`src/hw/lpea_pkg.sv`:
```
package lpea_pkg;

   // ****************************************
   // Opcodes
   // ****************************************
   // High nibble of a pointer load picks the addressing mode
   localparam logic [3:0] MODE_NIB_IMM = 4'hc;
   localparam logic [3:0] MODE_NIB_DIR = 4'hd;
   localparam logic [3:0] MODE_NIB_IDX = 4'he;
   localparam logic [3:0] MODE_NIB_EXT = 4'hf;
   // Low nibble of a pointer load picks the destination
   localparam logic [3:0] DEST_NIB_SP = 4'hf;
   localparam logic [3:0] DEST_NIB_X = 4'he;
   localparam logic [3:0] DEST_NIB_Y = 4'hd;
   localparam logic [7:0] STACK_POINTER_EA_LOAD_OP = 8'h1b;
   localparam logic [7:0] FIRST_INDEX_EA_LOAD_OP = 8'h1a;
   localparam logic [7:0] SECOND_INDEX_EA_LOAD_OP = 8'h19;

   // ****************************************
   // Cycle counts
   // ****************************************
   localparam logic [2:0] CYC_IMM = 3'h2;
   localparam logic [2:0] CYC_DIR_EXT = 3'h3;
   localparam logic [2:0] CYC_IDX = 3'h3;
   localparam logic [2:0] CYC_IDX16 = 3'h4;
   localparam logic [2:0] CYC_IND = 3'h6;
   localparam logic [2:0] CYC_LEA = 3'h2;

   // ****************************************
   // Index base selects and postbyte fields
   // ****************************************
   localparam logic [1:0] BASE_X = 2'h0;
   localparam logic [1:0] BASE_Y = 2'h1;
   localparam logic [1:0] BASE_SP = 2'h2;
   localparam logic [1:0] BASE_PC = 2'h3;
   localparam logic [2:0] PB_EXT_FORM = 3'h7;
   localparam logic [1:0] ACC_A = 2'h0;
   localparam logic [1:0] ACC_B = 2'h1;

   // ****************************************
   // Register port map and reset values
   // ****************************************
   localparam logic [2:0] REG_X = 3'h0;
   localparam logic [2:0] REG_Y = 3'h1;
   localparam logic [2:0] REG_SP = 3'h2;
   localparam logic [2:0] REG_CCR = 3'h3;
   localparam logic [2:0] REG_STATUS = 3'h4;
   localparam logic [15:0] PTR_RESET = 16'h0000;
   localparam logic [7:0] CCR_RESET = 8'hd0;
   localparam int CCR_N = 3;
   localparam int CCR_Z = 2;
   localparam int CCR_V = 1;

   typedef enum logic [1:0] {DST_X, DST_Y, DST_SP} lpea_dest_t;
   typedef enum logic [2:0] {
      CLS_SHORT, CLS_NINE, CLS_SIXTEEN, CLS_ACC, CLS_AUTO, CLS_IND16,
      CLS_INDD
   } lpea_cls_t;

   function automatic logic pb_is_indirect(input logic [7:0] pb);
      pb_is_indirect = (pb[7:5] == PB_EXT_FORM) && (pb[1:0] == 2'h3);
   endfunction : pb_is_indirect

   function automatic logic pb_is_long16(input logic [7:0] pb);
      pb_is_long16 = (pb[7:5] == PB_EXT_FORM) && (pb[2:0] == 3'h2);
   endfunction : pb_is_long16

endpackage : lpea_pkg

```
`src/hw/lpea_idx_if.sv`:
```
`timescale 1ns/100ps
`default_nettype none
interface lpea_idx_if;
   logic [7:0] postbyte;
   logic [15:0] extended_mode;
   logic [15:0] x;
   logic [15:0] y;
   logic [15:0] sp;
   logic [15:0] pc;
   logic [15:0] d;
   logic [15:0] ea;
   logic [15:0] base_new;
   logic [1:0] base_sel;
   logic auto_mod;
   lpea_pkg::lpea_cls_t cls;

   modport calc (
      input postbyte, extended_mode, x, y, sp, pc, d,
      output ea, base_new, base_sel, auto_mod, cls
   );
   modport user (
      output postbyte, extended_mode, x, y, sp, pc, d,
      input ea, base_new, base_sel, auto_mod, cls
   );
endinterface : lpea_idx_if
`default_nettype wire

```
`src/hw/lpea_idx_calc.sv`:
```
`timescale 1ns/100ps
`default_nettype none
module lpea_idx_calc (
   lpea_idx_if.calc bus
);
   logic [7:0] pb;
   logic ext_form;
   logic auto_form;
   logic pre_mod;
   logic [15:0] base;
   logic [15:0] off;
   logic [15:0] delta;
   logic [15:0] sum;

   assign pb = bus.postbyte;
   assign ext_form = (pb[7:5] == lpea_pkg::PB_EXT_FORM);
   assign auto_form = pb[5] && !ext_form;
   assign pre_mod = !pb[4];
   assign bus.base_sel = ext_form ? pb[4:3] : pb[7:6];

   assign base = (bus.base_sel == lpea_pkg::BASE_X) ? bus.x :
                 (bus.base_sel == lpea_pkg::BASE_Y) ? bus.y :
                 (bus.base_sel == lpea_pkg::BASE_SP) ? bus.sp : bus.pc;

   // Auto step: 0..7 mean +1..+8, 8..15 mean -8..-1
   assign delta = pb[3] ? {12'hfff, pb[3:0]} :
                  16'({12'h000, pb[3:0]} + 16'h0001);

   // ****************************************
   // Offset and class selection
   // ****************************************
   always_comb begin
      off = 16'h0000;
      bus.cls = lpea_pkg::CLS_SHORT;
      if (!pb[5]) begin
         off = {{11{pb[4]}}, pb[4:0]};
      end else if (auto_form) begin
         off = delta;
         bus.cls = lpea_pkg::CLS_AUTO;
      end else if (!pb[2] && !pb[1]) begin
         off = {{8{pb[0]}}, bus.extended_mode[7:0]};
         bus.cls = lpea_pkg::CLS_NINE;
      end else if (!pb[2]) begin
         off = bus.extended_mode;
         bus.cls = pb[0] ? lpea_pkg::CLS_IND16 : lpea_pkg::CLS_SIXTEEN;
      end else if (pb[1:0] == lpea_pkg::ACC_A) begin
         off = {8'h00, bus.d[15:8]};
         bus.cls = lpea_pkg::CLS_ACC;
      end else if (pb[1:0] == lpea_pkg::ACC_B) begin
         off = {8'h00, bus.d[7:0]};
         bus.cls = lpea_pkg::CLS_ACC;
      end else begin
         off = bus.d;
         bus.cls = pb[0] ? lpea_pkg::CLS_INDD : lpea_pkg::CLS_ACC;
      end
   end

   assign sum = 16'(base + off);
   assign bus.auto_mod = auto_form;
   assign bus.base_new = sum;
   // Pre form drives the stepped value, post form the old base
   assign bus.ea = (auto_form && !pre_mod) ? base : sum;
endmodule : lpea_idx_calc
`default_nettype wire

```
`src/hw/lpea_unit.sv`:
```
// Chosen here: the plain strobed port and the address map.
`timescale 1ns/100ps
`default_nettype none
module lpea_unit (
   input wire logic clock,
   input wire logic rst,
   input wire logic start,
   input wire logic [7:0] opcode,
   input wire logic [7:0] postbyte,
   input wire logic [15:0] operand,
   input wire logic [15:0] pc_in,
   input wire logic [15:0] acc_d,
   output logic busy,
   output logic done,
   output logic illegal,
   output logic mem_rd,
   output logic mem_word,
   output logic [15:0] mem_addr,
   input wire logic [15:0] mem_rdata,
   output logic prog_fetch,
   output logic [15:0] prog_addr,
   input wire logic [2:0] reg_addr,
   input wire logic [15:0] reg_wdata,
   input wire logic reg_wr,
   input wire logic reg_rd,
   output logic [15:0] reg_rdata,
   output logic [15:0] ptr_x,
   output logic [15:0] ptr_y,
   output logic [15:0] ptr_sp,
   output logic [7:0] condition_code_register
);

   typedef enum logic [2:0] {
      P_IDLE, P_WAIT, P_PTR_A, P_PTR_B, P_OP_A, P_OP_B, P_HOLD
   } lpea_phase_t;
   typedef enum logic [2:0] {
      PD_NONE, PD_PTR_W, PD_PTR_H, PD_PTR_L, PD_OP_W, PD_OP_H, PD_OP_L
   } lpea_pend_t;

   // ****************************************
   // Opcode decoding
   // ****************************************
   function automatic logic is_lea(input logic [7:0] op);
      is_lea = (op == lpea_pkg::STACK_POINTER_EA_LOAD_OP) ||
               (op == lpea_pkg::FIRST_INDEX_EA_LOAD_OP) ||
               (op == lpea_pkg::SECOND_INDEX_EA_LOAD_OP);
   endfunction : is_lea

   function automatic logic is_load(input logic [7:0] op);
      is_load = ((op[7:4] == lpea_pkg::MODE_NIB_IMM) ||
                 (op[7:4] == lpea_pkg::MODE_NIB_DIR) ||
                 (op[7:4] == lpea_pkg::MODE_NIB_IDX) ||
                 (op[7:4] == lpea_pkg::MODE_NIB_EXT)) &&
                ((op[3:0] == lpea_pkg::DEST_NIB_SP) ||
                 (op[3:0] == lpea_pkg::DEST_NIB_X) ||
                 (op[3:0] == lpea_pkg::DEST_NIB_Y));
   endfunction : is_load

   function automatic lpea_pkg::lpea_dest_t dest_of(input logic [7:0] op);
      if (op == lpea_pkg::STACK_POINTER_EA_LOAD_OP ||
          op[3:0] == lpea_pkg::DEST_NIB_SP) begin
         dest_of = lpea_pkg::DST_SP;
      end else if (op == lpea_pkg::FIRST_INDEX_EA_LOAD_OP ||
                   op[3:0] == lpea_pkg::DEST_NIB_X) begin
         dest_of = lpea_pkg::DST_X;
      end else begin
         dest_of = lpea_pkg::DST_Y;
      end
   endfunction : dest_of

   lpea_phase_t ph_reg;
   lpea_phase_t ph_next;
   lpea_pend_t pend_reg;
   lpea_pend_t pend_next;
   logic [2:0] cyc_reg;
   logic [7:0] op_reg;
   logic [7:0] pb_reg;
   logic [15:0] ext_reg;
   logic [15:0] ptr_reg;
   logic [15:0] data_reg;
   logic [15:0] addr_reg;
   logic [15:0] x_reg;
   logic [15:0] y_reg;
   logic [15:0] sp_reg;
   logic [7:0] ccr_reg;
   logic [15:0] rdata_reg;
   logic [15:0] rdata_next;

   lpea_idx_if idx ();

   lpea_idx_calc u_calc (
      .bus(idx.calc)
   );

   assign idx.postbyte = pb_reg;
   assign idx.extended_mode = ext_reg;
   assign idx.x = x_reg;
   assign idx.y = y_reg;
   assign idx.sp = sp_reg;
   assign idx.pc = pc_in;
   assign idx.d = acc_d;

   // ****************************************
   // Start acceptance
   // ****************************************
   logic start_ok;
   logic in_lea;
   logic in_valid;
   logic accept;
   logic in_idx;
   lpea_phase_t first_ph;

   assign start_ok = start && (ph_reg == P_IDLE);
   assign in_lea = is_lea(opcode);
   // Indirect postbyte on an address load is refused outright
   assign in_valid = (in_lea && !lpea_pkg::pb_is_indirect(postbyte)) ||
                     is_load(opcode);
   assign accept = start_ok && in_valid;
   assign illegal = start_ok && !in_valid;
   assign in_idx = (opcode[7:4] == lpea_pkg::MODE_NIB_IDX);
   assign first_ph = (in_lea || opcode[7:4] == lpea_pkg::MODE_NIB_IMM) ?
                     P_HOLD :
                     (in_idx && (lpea_pkg::pb_is_indirect(postbyte) ||
                      lpea_pkg::pb_is_long16(postbyte))) ? P_WAIT : P_OP_A;

   // ****************************************
   // Instruction timing
   // ****************************************
   logic cur_lea;
   logic [3:0] cur_mode;
   logic cur_ind;
   logic [2:0] total;
   logic last;
   lpea_pkg::lpea_dest_t cur_dest;

   assign cur_lea = is_lea(op_reg);
   assign cur_mode = op_reg[7:4];
   assign cur_dest = dest_of(op_reg);
   assign cur_ind = (idx.cls == lpea_pkg::CLS_IND16) ||
                    (idx.cls == lpea_pkg::CLS_INDD);
   assign total = cur_lea ? lpea_pkg::CYC_LEA :
                  (cur_mode == lpea_pkg::MODE_NIB_IMM) ? lpea_pkg::CYC_IMM :
                  (cur_mode != lpea_pkg::MODE_NIB_IDX) ?
                     lpea_pkg::CYC_DIR_EXT :
                  cur_ind ? lpea_pkg::CYC_IND :
                  (idx.cls == lpea_pkg::CLS_SIXTEEN) ? lpea_pkg::CYC_IDX16 :
                  lpea_pkg::CYC_IDX;
   assign busy = (ph_reg != P_IDLE);
   assign last = busy && (cyc_reg == total);
   assign done = last;

   // ****************************************
   // Incoming data merge
   // ****************************************
   logic [15:0] ptr_fwd;
   logic [15:0] data_fwd;
   logic [15:0] op_addr;

   // Forwarding lets a read use data in the cycle it arrives
   assign ptr_fwd = (pend_reg == PD_PTR_W) ? mem_rdata :
                    (pend_reg == PD_PTR_H) ?
                       {mem_rdata[7:0], ptr_reg[7:0]} :
                    (pend_reg == PD_PTR_L) ?
                       {ptr_reg[15:8], mem_rdata[7:0]} : ptr_reg;
   assign data_fwd = (pend_reg == PD_OP_W) ? mem_rdata :
                     (pend_reg == PD_OP_H) ?
                        {mem_rdata[7:0], data_reg[7:0]} :
                     (pend_reg == PD_OP_L) ?
                        {data_reg[15:8], mem_rdata[7:0]} : data_reg;
   assign op_addr = (cur_mode == lpea_pkg::MODE_NIB_DIR) ?
                       {8'h00, ext_reg[7:0]} :
                    (cur_mode == lpea_pkg::MODE_NIB_EXT) ? ext_reg :
                    cur_ind ? ptr_fwd : idx.ea;

   // ****************************************
   // Memory request
   // ****************************************
   logic rd_ptr_a;
   logic rd_op_a;

   assign rd_ptr_a = (ph_reg == P_PTR_A);
   assign rd_op_a = (ph_reg == P_OP_A);
   assign mem_rd = rd_ptr_a || rd_op_a || (ph_reg == P_PTR_B) ||
                   (ph_reg == P_OP_B);
   assign mem_addr = rd_ptr_a ? idx.ea :
                     rd_op_a ? op_addr :
                     16'(addr_reg + 16'h0001);
   // Word access only when even; odd goes high byte then low
   assign mem_word = (rd_ptr_a || rd_op_a) && !mem_addr[0];

   always_comb begin
      ph_next = ph_reg;
      pend_next = PD_NONE;
      case (ph_reg)
         P_IDLE: begin
            if (accept) begin
               ph_next = first_ph;
            end
         end
         P_WAIT: begin
            ph_next = cur_ind ? P_PTR_A : P_OP_A;
         end
         P_PTR_A: begin
            pend_next = mem_word ? PD_PTR_W : PD_PTR_H;
            ph_next = mem_word ? P_OP_A : P_PTR_B;
         end
         P_PTR_B: begin
            pend_next = PD_PTR_L;
            ph_next = P_OP_A;
         end
         P_OP_A: begin
            pend_next = mem_word ? PD_OP_W : PD_OP_H;
            ph_next = mem_word ? P_HOLD : P_OP_B;
         end
         P_OP_B: begin
            pend_next = PD_OP_L;
            ph_next = P_HOLD;
         end
         default: begin
            if (last) begin
               ph_next = P_IDLE;
            end
         end
      endcase
   end

   // ****************************************
   // Program fetch
   // ****************************************
   logic short_lea;

   assign short_lea = cur_lea && (idx.cls == lpea_pkg::CLS_SHORT);
   assign prog_fetch = busy && (cur_lea || last);
   // Short form repeats the fetch at the same address
   assign prog_addr = (cur_lea && cyc_reg != 3'h1 && !short_lea) ?
                      16'(pc_in + 16'h0002) : pc_in;

   // ****************************************
   // Write back
   // ****************************************
   logic [15:0] result;
   logic load_done;
   logic base_step;
   logic wr_ok;
   logic [15:0] x_next;
   logic [15:0] y_next;
   logic [15:0] sp_next;
   logic [7:0] ccr_next;

   assign result = cur_lea ? idx.ea :
                   (cur_mode == lpea_pkg::MODE_NIB_IMM) ? ext_reg : data_fwd;
   assign load_done = last && !cur_lea;
   assign base_step = last && idx.auto_mod &&
                      (cur_lea || cur_mode == lpea_pkg::MODE_NIB_IDX);
   // Software writes yield to a running instruction
   assign wr_ok = reg_wr && !busy;

   always_comb begin
      x_next = x_reg;
      y_next = y_reg;
      sp_next = sp_reg;
      ccr_next = ccr_reg;
      if (base_step && idx.base_sel == lpea_pkg::BASE_X) begin
         x_next = idx.base_new;
      end
      if (base_step && idx.base_sel == lpea_pkg::BASE_Y) begin
         y_next = idx.base_new;
      end
      if (base_step && idx.base_sel == lpea_pkg::BASE_SP) begin
         sp_next = idx.base_new;
      end
      // Destination wins over a base step on the same register
      if (last && cur_dest == lpea_pkg::DST_X) begin
         x_next = result;
      end
      if (last && cur_dest == lpea_pkg::DST_Y) begin
         y_next = result;
      end
      if (last && cur_dest == lpea_pkg::DST_SP) begin
         sp_next = result;
      end
      if (load_done) begin
         ccr_next[lpea_pkg::CCR_N] = result[15];
         ccr_next[lpea_pkg::CCR_Z] = (result == 16'h0000);
         ccr_next[lpea_pkg::CCR_V] = 1'b0;
      end
      if (wr_ok && reg_addr == lpea_pkg::REG_X) begin
         x_next = reg_wdata;
      end else if (wr_ok && reg_addr == lpea_pkg::REG_Y) begin
         y_next = reg_wdata;
      end else if (wr_ok && reg_addr == lpea_pkg::REG_SP) begin
         sp_next = reg_wdata;
      end else if (wr_ok && reg_addr == lpea_pkg::REG_CCR) begin
         ccr_next = reg_wdata[7:0];
      end
   end

   // ****************************************
   // Register read port
   // ****************************************
   always_comb begin
      rdata_next = 16'h0000;
      if (reg_rd && reg_addr == lpea_pkg::REG_X) begin
         rdata_next = x_reg;
      end else if (reg_rd && reg_addr == lpea_pkg::REG_Y) begin
         rdata_next = y_reg;
      end else if (reg_rd && reg_addr == lpea_pkg::REG_SP) begin
         rdata_next = sp_reg;
      end else if (reg_rd && reg_addr == lpea_pkg::REG_CCR) begin
         rdata_next = {8'h00, ccr_reg};
      end else if (reg_rd && reg_addr == lpea_pkg::REG_STATUS) begin
         rdata_next = {13'h0000, cyc_reg[1:0], busy};
      end
   end

   // ****************************************
   // State registers
   // ****************************************
   always_ff @(posedge clock) begin
      if (rst) begin
         ph_reg <= P_IDLE;
         pend_reg <= PD_NONE;
         cyc_reg <= 3'h0;
      end else begin
         ph_reg <= ph_next;
         pend_reg <= pend_next;
         cyc_reg <= accept ? 3'h1 : (busy && !last) ? 3'(cyc_reg + 3'h1) :
                    3'h0;
      end
   end

   always_ff @(posedge clock) begin
      if (rst) begin
         op_reg <= 8'h00;
         pb_reg <= 8'h00;
         ext_reg <= 16'h0000;
      end else if (accept) begin
         op_reg <= opcode;
         pb_reg <= postbyte;
         ext_reg <= operand;
      end
   end

   always_ff @(posedge clock) begin
      if (rst) begin
         ptr_reg <= 16'h0000;
         data_reg <= 16'h0000;
         addr_reg <= 16'h0000;
      end else begin
         ptr_reg <= ptr_fwd;
         data_reg <= data_fwd;
         addr_reg <= mem_rd ? mem_addr : addr_reg;
      end
   end

   // CONDITION_CODE_REGISTER moves on pointer loads and software writes, never on address loads
   always_ff @(posedge clock) begin
      if (rst) begin
         x_reg <= lpea_pkg::PTR_RESET;
         y_reg <= lpea_pkg::PTR_RESET;
         sp_reg <= lpea_pkg::PTR_RESET;
         ccr_reg <= lpea_pkg::CCR_RESET;
         rdata_reg <= 16'h0000;
      end else begin
         x_reg <= x_next;
         y_reg <= y_next;
         sp_reg <= sp_next;
         ccr_reg <= ccr_next;
         rdata_reg <= rdata_next;
      end
   end

   assign ptr_x = x_reg;
   assign ptr_y = y_reg;
   assign ptr_sp = sp_reg;
   assign condition_code_register = ccr_reg;
   assign reg_rdata = rdata_reg;

endmodule : lpea_unit
`default_nettype wire

```
`config.mk`:
```
export PLATFORM = sky130hd
export DESIGN_NAME = lpea_unit
export DESIGN_NICKNAME = d
export VERILOG_FILES = /design/src/hw/lpea_pkg.sv /design/src/hw/lpea_idx_if.sv /design/src/hw/lpea_idx_calc.sv /design/src/hw/lpea_unit.sv
export SDC_FILE = /design/constraint.sdc
export NUM_CORES = 1
export LEC_CHECK = 0
export ABC_AREA = 1
export BUFFER_PORTS_ARGS = -buffer_cell sky130_fd_sc_hd__buf_2
export CORE_MARGIN = 3
export CORE_UTILIZATION = 45
export DETAILED_ROUTE_END_ITERATION = 7
export MAX_ROUTING_LAYER = met4
export PLACE_DENSITY = 0.67
export SYNTH_ARGS = -nofsm -noshare
export SYNTH_HDL_FRONTEND = slang
export SYNTH_SLANG_ARGS = --single-unit
```
`constraint.sdc`:
```
create_clock -name clock -period 4.5 [get_ports clock]
set_clock_uncertainty 0.15 [all_clocks]
set_input_delay 0.9 -clock clock [delete_from_list [all_inputs] [get_ports clock]]
set_output_delay 0.9 -clock clock [all_outputs]
set_load 0.1 [all_outputs]
```
-- After elaboration in Yosys (flattened, before gate mapping)
Cells that the tools add are included.
- bits of input ports: 104
- output and inout port bits: 110
- flip-flop bits (word level): 161
- word-level logic and storage cells: 231
- equality and inequality tests: 50
- $add $sub $neg: 5
- bitwise gates (word level): 4
- mux-type cells: 76
- reduce and logical (&&, ||, !) cells: 80
- operators with widths (cell ; count):
    2-to-1 mux 16 bit ; 38
    2-to-1 mux 3 bit ; 21
    equality test 4 bit (second input constant) ; 13
    equality test 8 x 5 -> 1 bit (second input constant) ; 6
    logical AND 1 bit ; 37
    equality test 3 bit (second input constant) ; 10
    equality test 3 x 2 -> 1 bit (second input constant) ; 8
    2-to-1 mux 8 bit ; 3
    logical OR 1 bit ; 20
    case mux 3 bit (6 select lines) ; 1
    adder 16 x 1 -> 16 bit (second input constant) ; 1
    adder 16 bit ; 1
    adder 16 x 2 -> 16 bit (second input constant) ; 1
    logical NOT 16 bit ; 1
    2-to-1 mux 4 bit ; 4
    case mux 3 bit (4 select lines) ; 1
    logical NOT 1 bit ; 10
    equality test 3 x 1 -> 1 bit (second input constant) ; 3
    logical NOT 3 bit ; 3
    2-to-1 mux 2 bit ; 4
    nonzero test 7 bit ; 1
    equality test 2 x 1 -> 1 bit (second input constant) ; 3
    equality test 2 bit (second input constant) ; 3
    logical NOT 2 bit ; 3
    12 further kinds ; 19

-- Depth between registers and ports, before layout
- depth in word-level cells: 23
- depth in mapped cells: 28
- depth with buffers taken out: 26

-- Hierarchy
Synthesis repeated with hierarchy kept, for this count alone.
- cell total of the unflattened synthesis: 2016
- area total of the unflattened synthesis: 12190.4 um^2
- modules (own cells, without submodules) (module ; seq. area each (um^2) ; area each (um^2) ; times used ; cells each):
    lpea_unit ; 3223.1 ; 9859.5 ; 1 ; 1567
    lpea_idx_calc ; 0.0 ; 2331.0 ; 1 ; 449

-- Worst setup path before layout
OpenSTA, ideal clock, no wires.
- path type: register to output
- start point: register sp_reg[1] (netlist: ptr_sp[1])
- end point: output mem_addr[7]
- stages on the path, launching flop included: 19
- required time: 3450 ps
- arrival time: 4866 ps
- setup slack: -1416 ps
- path through: dfxtp_1 -> inv_1 -> nand3_1 -> nand3_1 -> a21boi_0 -> ha_1 -> nand3_1 -> nand2_1 -> nand2_1 -> nand2_1 -> nand2_1 -> nand2_1 -> inv_1 -> nand2_1 -> nand2_1 -> o21ai_0 -> nand2_1 -> o21ai_0 -> o21ai_0
- cells in the longest elaborated chain, start to end: 10
- ends and longest elaborated chain (what ; line ; RTL):
    start: declaration ; lpea_unit.sv:84 ; logic [15:0] sp_reg;
    start signal: assignment ; lpea_unit.sv:361 ; sp_reg <= lpea_pkg::PTR_RESET;
    start signal: assignment ; lpea_unit.sv:367 ; sp_reg <= sp_next;
    2-to-1 mux 16 bit (*) ; lpea_idx_calc.sv:23 ; (bus.base_sel == lpea_pkg::BASE_SP) ? bus.sp : bus.pc;
    2-to-1 mux 16 bit (*) ; lpea_idx_calc.sv:22 ; (bus.base_sel == lpea_pkg::BASE_Y) ? bus.y :
    2-to-1 mux 16 bit (*) ; lpea_idx_calc.sv:21 ; assign base = (bus.base_sel == lpea_pkg::BASE_X) ? bus.x :
    adder 16 bit (*) ; lpea_idx_calc.sv:58 ; assign sum = 16'(base + off);
    2-to-1 mux 16 bit (*) ; lpea_idx_calc.sv:62 ; assign bus.ea = (auto_form && !pre_mod) ? base : sum;
    2-to-1 mux 16 bit ; lpea_unit.sv:173 ; cur_ind ? ptr_fwd : idx.ea;
    2-to-1 mux 16 bit ; lpea_unit.sv:172 ; (cur_mode == lpea_pkg::MODE_NIB_EXT) ? ext_reg :
    2-to-1 mux 16 bit ; lpea_unit.sv:170 ; assign op_addr = (cur_mode == lpea_pkg::MODE_NIB_DIR) ?
    2-to-1 mux 16 bit ; lpea_unit.sv:186 ; rd_op_a ? op_addr :
    2-to-1 mux 16 bit (*) ; lpea_unit.sv:185 ; assign mem_addr = rd_ptr_a ? idx.ea :
    end: declaration ; lpea_unit.sv:18 ; output logic [15:0] mem_addr,
Every way passes the cells marked *; elsewhere a longest branch is shown, timed or not.

-- Worst setup path in the final report
- start point: register pb_reg[6] (netlist: idx.postbyte[6])
- end point: output mem_addr[14]
- cells in the longest elaborated chain, start to end: 13
- ends and longest elaborated chain (what ; line ; RTL):
    start: declaration ; lpea_unit.sv:77 ; logic [7:0] pb_reg;
    start signal: assignment ; lpea_unit.sv:339 ; pb_reg <= postbyte;
    equality test 3 bit ; lpea_idx_calc.sv:16 ; assign ext_form = (pb[7:5] == lpea_pkg::PB_EXT_FORM);
    2-to-1 mux 2 bit ; lpea_idx_calc.sv:19 ; assign bus.base_sel = ext_form ? pb[4:3] : pb[7:6];
    equality test 2 bit ; lpea_idx_calc.sv:23 ;
    2-to-1 mux 16 bit ; lpea_idx_calc.sv:23 ;
    2-to-1 mux 16 bit ; lpea_idx_calc.sv:22 ;
    2-to-1 mux 16 bit ; lpea_idx_calc.sv:21 ;
    adder 16 bit ; lpea_idx_calc.sv:58 ;
    2-to-1 mux 16 bit ; lpea_idx_calc.sv:62 ;
    2-to-1 mux 16 bit ; lpea_unit.sv:173 ;
    2-to-1 mux 16 bit ; lpea_unit.sv:172 ;
    2-to-1 mux 16 bit ; lpea_unit.sv:170 ;
    2-to-1 mux 16 bit ; lpea_unit.sv:186 ;
    2-to-1 mux 16 bit (*) ; lpea_unit.sv:185 ;
Marked as above.

==> metrics <==
Worst Max-Slew Pin Slew 1.019 ns; RSZ-0062 raised after global routing yes; post-detailed-route count of antenna-violating nets 0; crit path time final 4.883 ns; full die area 27100 um2; First-pass DRT Iterations 6; standard-cell rows 57; synth top area cells sky130_fd_sc_hd__dfxtp_1 (28%), sky130_fd_sc_hd__nand2_1 (13%), sky130_fd_sc_hd__a21oi_1 (9.4%); top_reg_cell synth sky130_fd_sc_hd__dfxtp_1; endpoint of the worst hold-timing path condition_code_register[0]$_SDFFE_PP0P_; net total in the final layout 2405; number of endpoints with negative hold slack in the final report 0; Async SR Flop Fraction 0%; outcome finished with violations; drt first-iter violations 1517; count of buffers inserted at the top-level ports 213; proportion of netlist area held by the largest area contributor 28.46%; GRT overflow 0; TritonCTS clock tree built; clock latency of the later-clocked register in the worst-skew pair 0.44 ns; path depth of the worst reg2reg path 35; share of synthesized area occupied by flip-flops and latches 28.46%; hold_sp condition_code_register[0]$_SDFFE_PP0P_; leakage power 8.048 nW; Cells on Worst Hold Path 2; pin count of the biggest net entering global routing 110; global-route wire length before repair 75510 um; proportion of power drawn by the clock network about 36%; Worst-path clk slew 0.08 ns; library cell used as clock root buffer sky130_fd_sc_hd__clkbuf_16; sum of buffers and inverters on the critical path 6; DP Worst Slack -0.4200 ns; Max Slew Vio Count 0; ANT cells 0; Final Cell Area 16590 um2; Yosys cell types 50; Int Pwr 2.730 mW; Hold Path Class flop to flop; Critical R2R Launch idx.postbyte[6]$_SDFFE_PP0P_; Mapped Cells between 1500 and 2000; flops & latches, synth 161; synth warn 0; element type at the critical path start flop; sum of routed wire length over all layers 50770 um; ratio of routed vias to standard cells 5.658; relative slew slack roughly a third; sw frac 36.20%; IR drop worst, VDD 0.2197 mV; capture instance of the worst register-to-register path ptr_sp[14]$_SDFF_PP0_; Placed Instance Area 14190 um2; number of antenna violations at the first check in global routing 0; family of cells with the greatest summed delay on the critical path simple AND/OR/NAND/NOR gates; minimum setup slack in the final design -0.3834 ns; share of the cycle needed by the critical path after routing 108.5%; area overhead of the layout relative to synthesis 46.53%; power share of the sequential group between 30% and 40%; NetSw 1.549 mW; count of endpoints failing setup in the final report 22; path type of the worst setup path flop to output pin; Max-cap violations 0; hold-fix buffer count after cts 0; die height 164.6 um; vias in the first global route 13570; stage delay of the slowest cell on the critical path 0.37 ns; maximum count of clock buffers along a single path 2; Arr. time, crit path 3.83 ns; DRC violation count after routing 0; count of clock tree sinks 161; detailed-route wire length per cell between 15 and 20 um; library cell with the largest summed area after synthesis sky130_fd_sc_hd__dfxtp_1; post-detailed-placement half-perimeter wirelength 37260 um; commonest non-fill, non-tap cell in the layout sky130_fd_sc_hd__nand2_1; number of top-level pins between 200 and 250; violations in the final reports setup timing; commonest non-fill, non-tap cells in the layout sky130_fd_sc_hd__nand2_1 (345), sky130_fd_sc_hd__buf_4 (259), sky130_fd_sc_hd__inv_1 (217); Placer Congestion 1.012; kind of capture point of the worst setup path output pin; Placeable Area about 25000 um2; global-route usage over all layers between 30 and 40%; clock buffers created by TritonCTS 17; die span in x roughly 160 um; Pwr Density 257.9 nW/um2; synthesized cell area 11320 um2; net count after synthesis approximately 2000; Crit path required time roughly 3.5 ns; Synth Area per Inst 6.137 um2; slowest cell on the critical path sky130_fd_sc_hd__dfxtp_4; number of flops mapped to enable cells by yosys 0; overall power approximately 4.3 mW; fraction of layout instances using a drive strength above 1 about a third; H-tree depth 4; setup slack on the worst flop-to-flop path -0.34 ns; proportion of power drawn by combinational gates 29.6%; worst-path maximum fanout 7; highest clock rate 204.8 MHz; Initial Util 46.15%; via count 14790
## power by group through the flow
stage	combinational (mW)	sequential [mW]	clock, mW
5_1_grt	1.33	1.50	1.56
3_3_place_gp	1.00	1.52	0
4_1_cts	1.20	1.49	1.51
3_5_place_dp	1.00	1.52	0
6_report	1.27	1.49	1.52
2_1_floorplan	0.462	1.66	0
## cell type report
class	count	area [um2]
clock inverter	13	140.1
timing repair buffer	491	3545
multi-input combinational	1345	7816
sequential	161	3241
inverter	261	1002
fill	2245	7941
tap	324	405.4
clock buffer	19	442.9
## worst max path at each step
stage / startpoint / to / slack, ns / cells after the start
final: idx.postbyte[6]$_SDFFE_PP0P_ / mem_addr[14] / -0.38 / 25
after detailed placement: acc_d[8] / mem_addr[10] / -0.42 / 22
after floorplan: ptr_sp[4]$_SDFF_PP0_ / mem_addr[7] / -0.1 / 18
after CTS: idx.postbyte[5]$_SDFFE_PP0P_ / mem_addr[14] / -0.22 / 24
after global routing: idx.postbyte[0]$_SDFFE_PP0P_ / mem_addr[14] / -0.52 / 23
after global placement: acc_d[8] / mem_addr[10] / -0.39 / 22
## per-layer routing
metal / part of all wire, % / up-vias / wire length [um] / GRT usage, %
li1: - / 7006 / - / -
met3: 9.8 / 135 / 4956 / 6.396
met4: 3.9 / 0 / 1972 / 11.93
met5: 0 / - / 0 / -
met2: 44 / 839 / 22520 / 57.56
met1: 42 / 6809 / 21320 / 49.38
## synthesized netlist by cell type (21+ instances only)
library cell,number
sky130_fd_sc_hd__o21ai_1,34
sky130_fd_sc_hd__o211ai_1,28
sky130_fd_sc_hd__nor2_1,155
sky130_fd_sc_hd__dfxtp_1,161
sky130_fd_sc_hd__ha_1,23
sky130_fd_sc_hd__a21oi_1,213
sky130_fd_sc_hd__inv_1,243
sky130_fd_sc_hd__o21ai_0,205
sky130_fd_sc_hd__nand3_1,112
sky130_fd_sc_hd__clkbuf_1,53
sky130_fd_sc_hd__o221ai_1,21
sky130_fd_sc_hd__nand2_1,400
sky130_fd_sc_hd__xor2_1,26
## logic make-up after synthesis
logic type      count (synthesis)  share of synthesized area (%)
xor+xnor                       31                          2.398
buf+inv                       340                          11.77
compound gates                563                          27.47
simple gates                  725                          27.09
fa+ha+maj                      24                          2.718
flops                         161                          28.46
mux                             1                        0.08840
## worst register-to-register path: cells and delay by family, from the launching register on
family                   cells  cell delay [ns]
AO/OA/AOI/OAI                3             0.41
XOR/XNOR                     1             0.15
adder cells (fa/ha/maj)      1             0.28
buffers and inverters       19             2.25
flip-flops                   1             0.37
AND/OR/NAND/NOR             11             1.18
## stage by stage
step	cells	setup TNS (ns)	hold slack (ns)	utilization, %
floorplan	1845	-0.1052	0.3008	-
global placement	2491	-2.731	0.3037	57.86
detailed placement	2491	-3.168	0.3102	57.86
CTS	2614	-2.802	0.3229	66.19
global route	2614	-8.102	0.3367	67.63
finish	2614	-5.154	0.3256	67.63
## timing repair
item | in CTS | in global routing
gates resized for setup | 213 | 98
setup endpoints to repair | 17 | 31
pin swaps | 92 | 84
hold endpoints to repair | 0 | 0
setup buffers | 96 | 10
cloned | 1 | 0
Note: power is estimated with default switching activity, not from simulation.
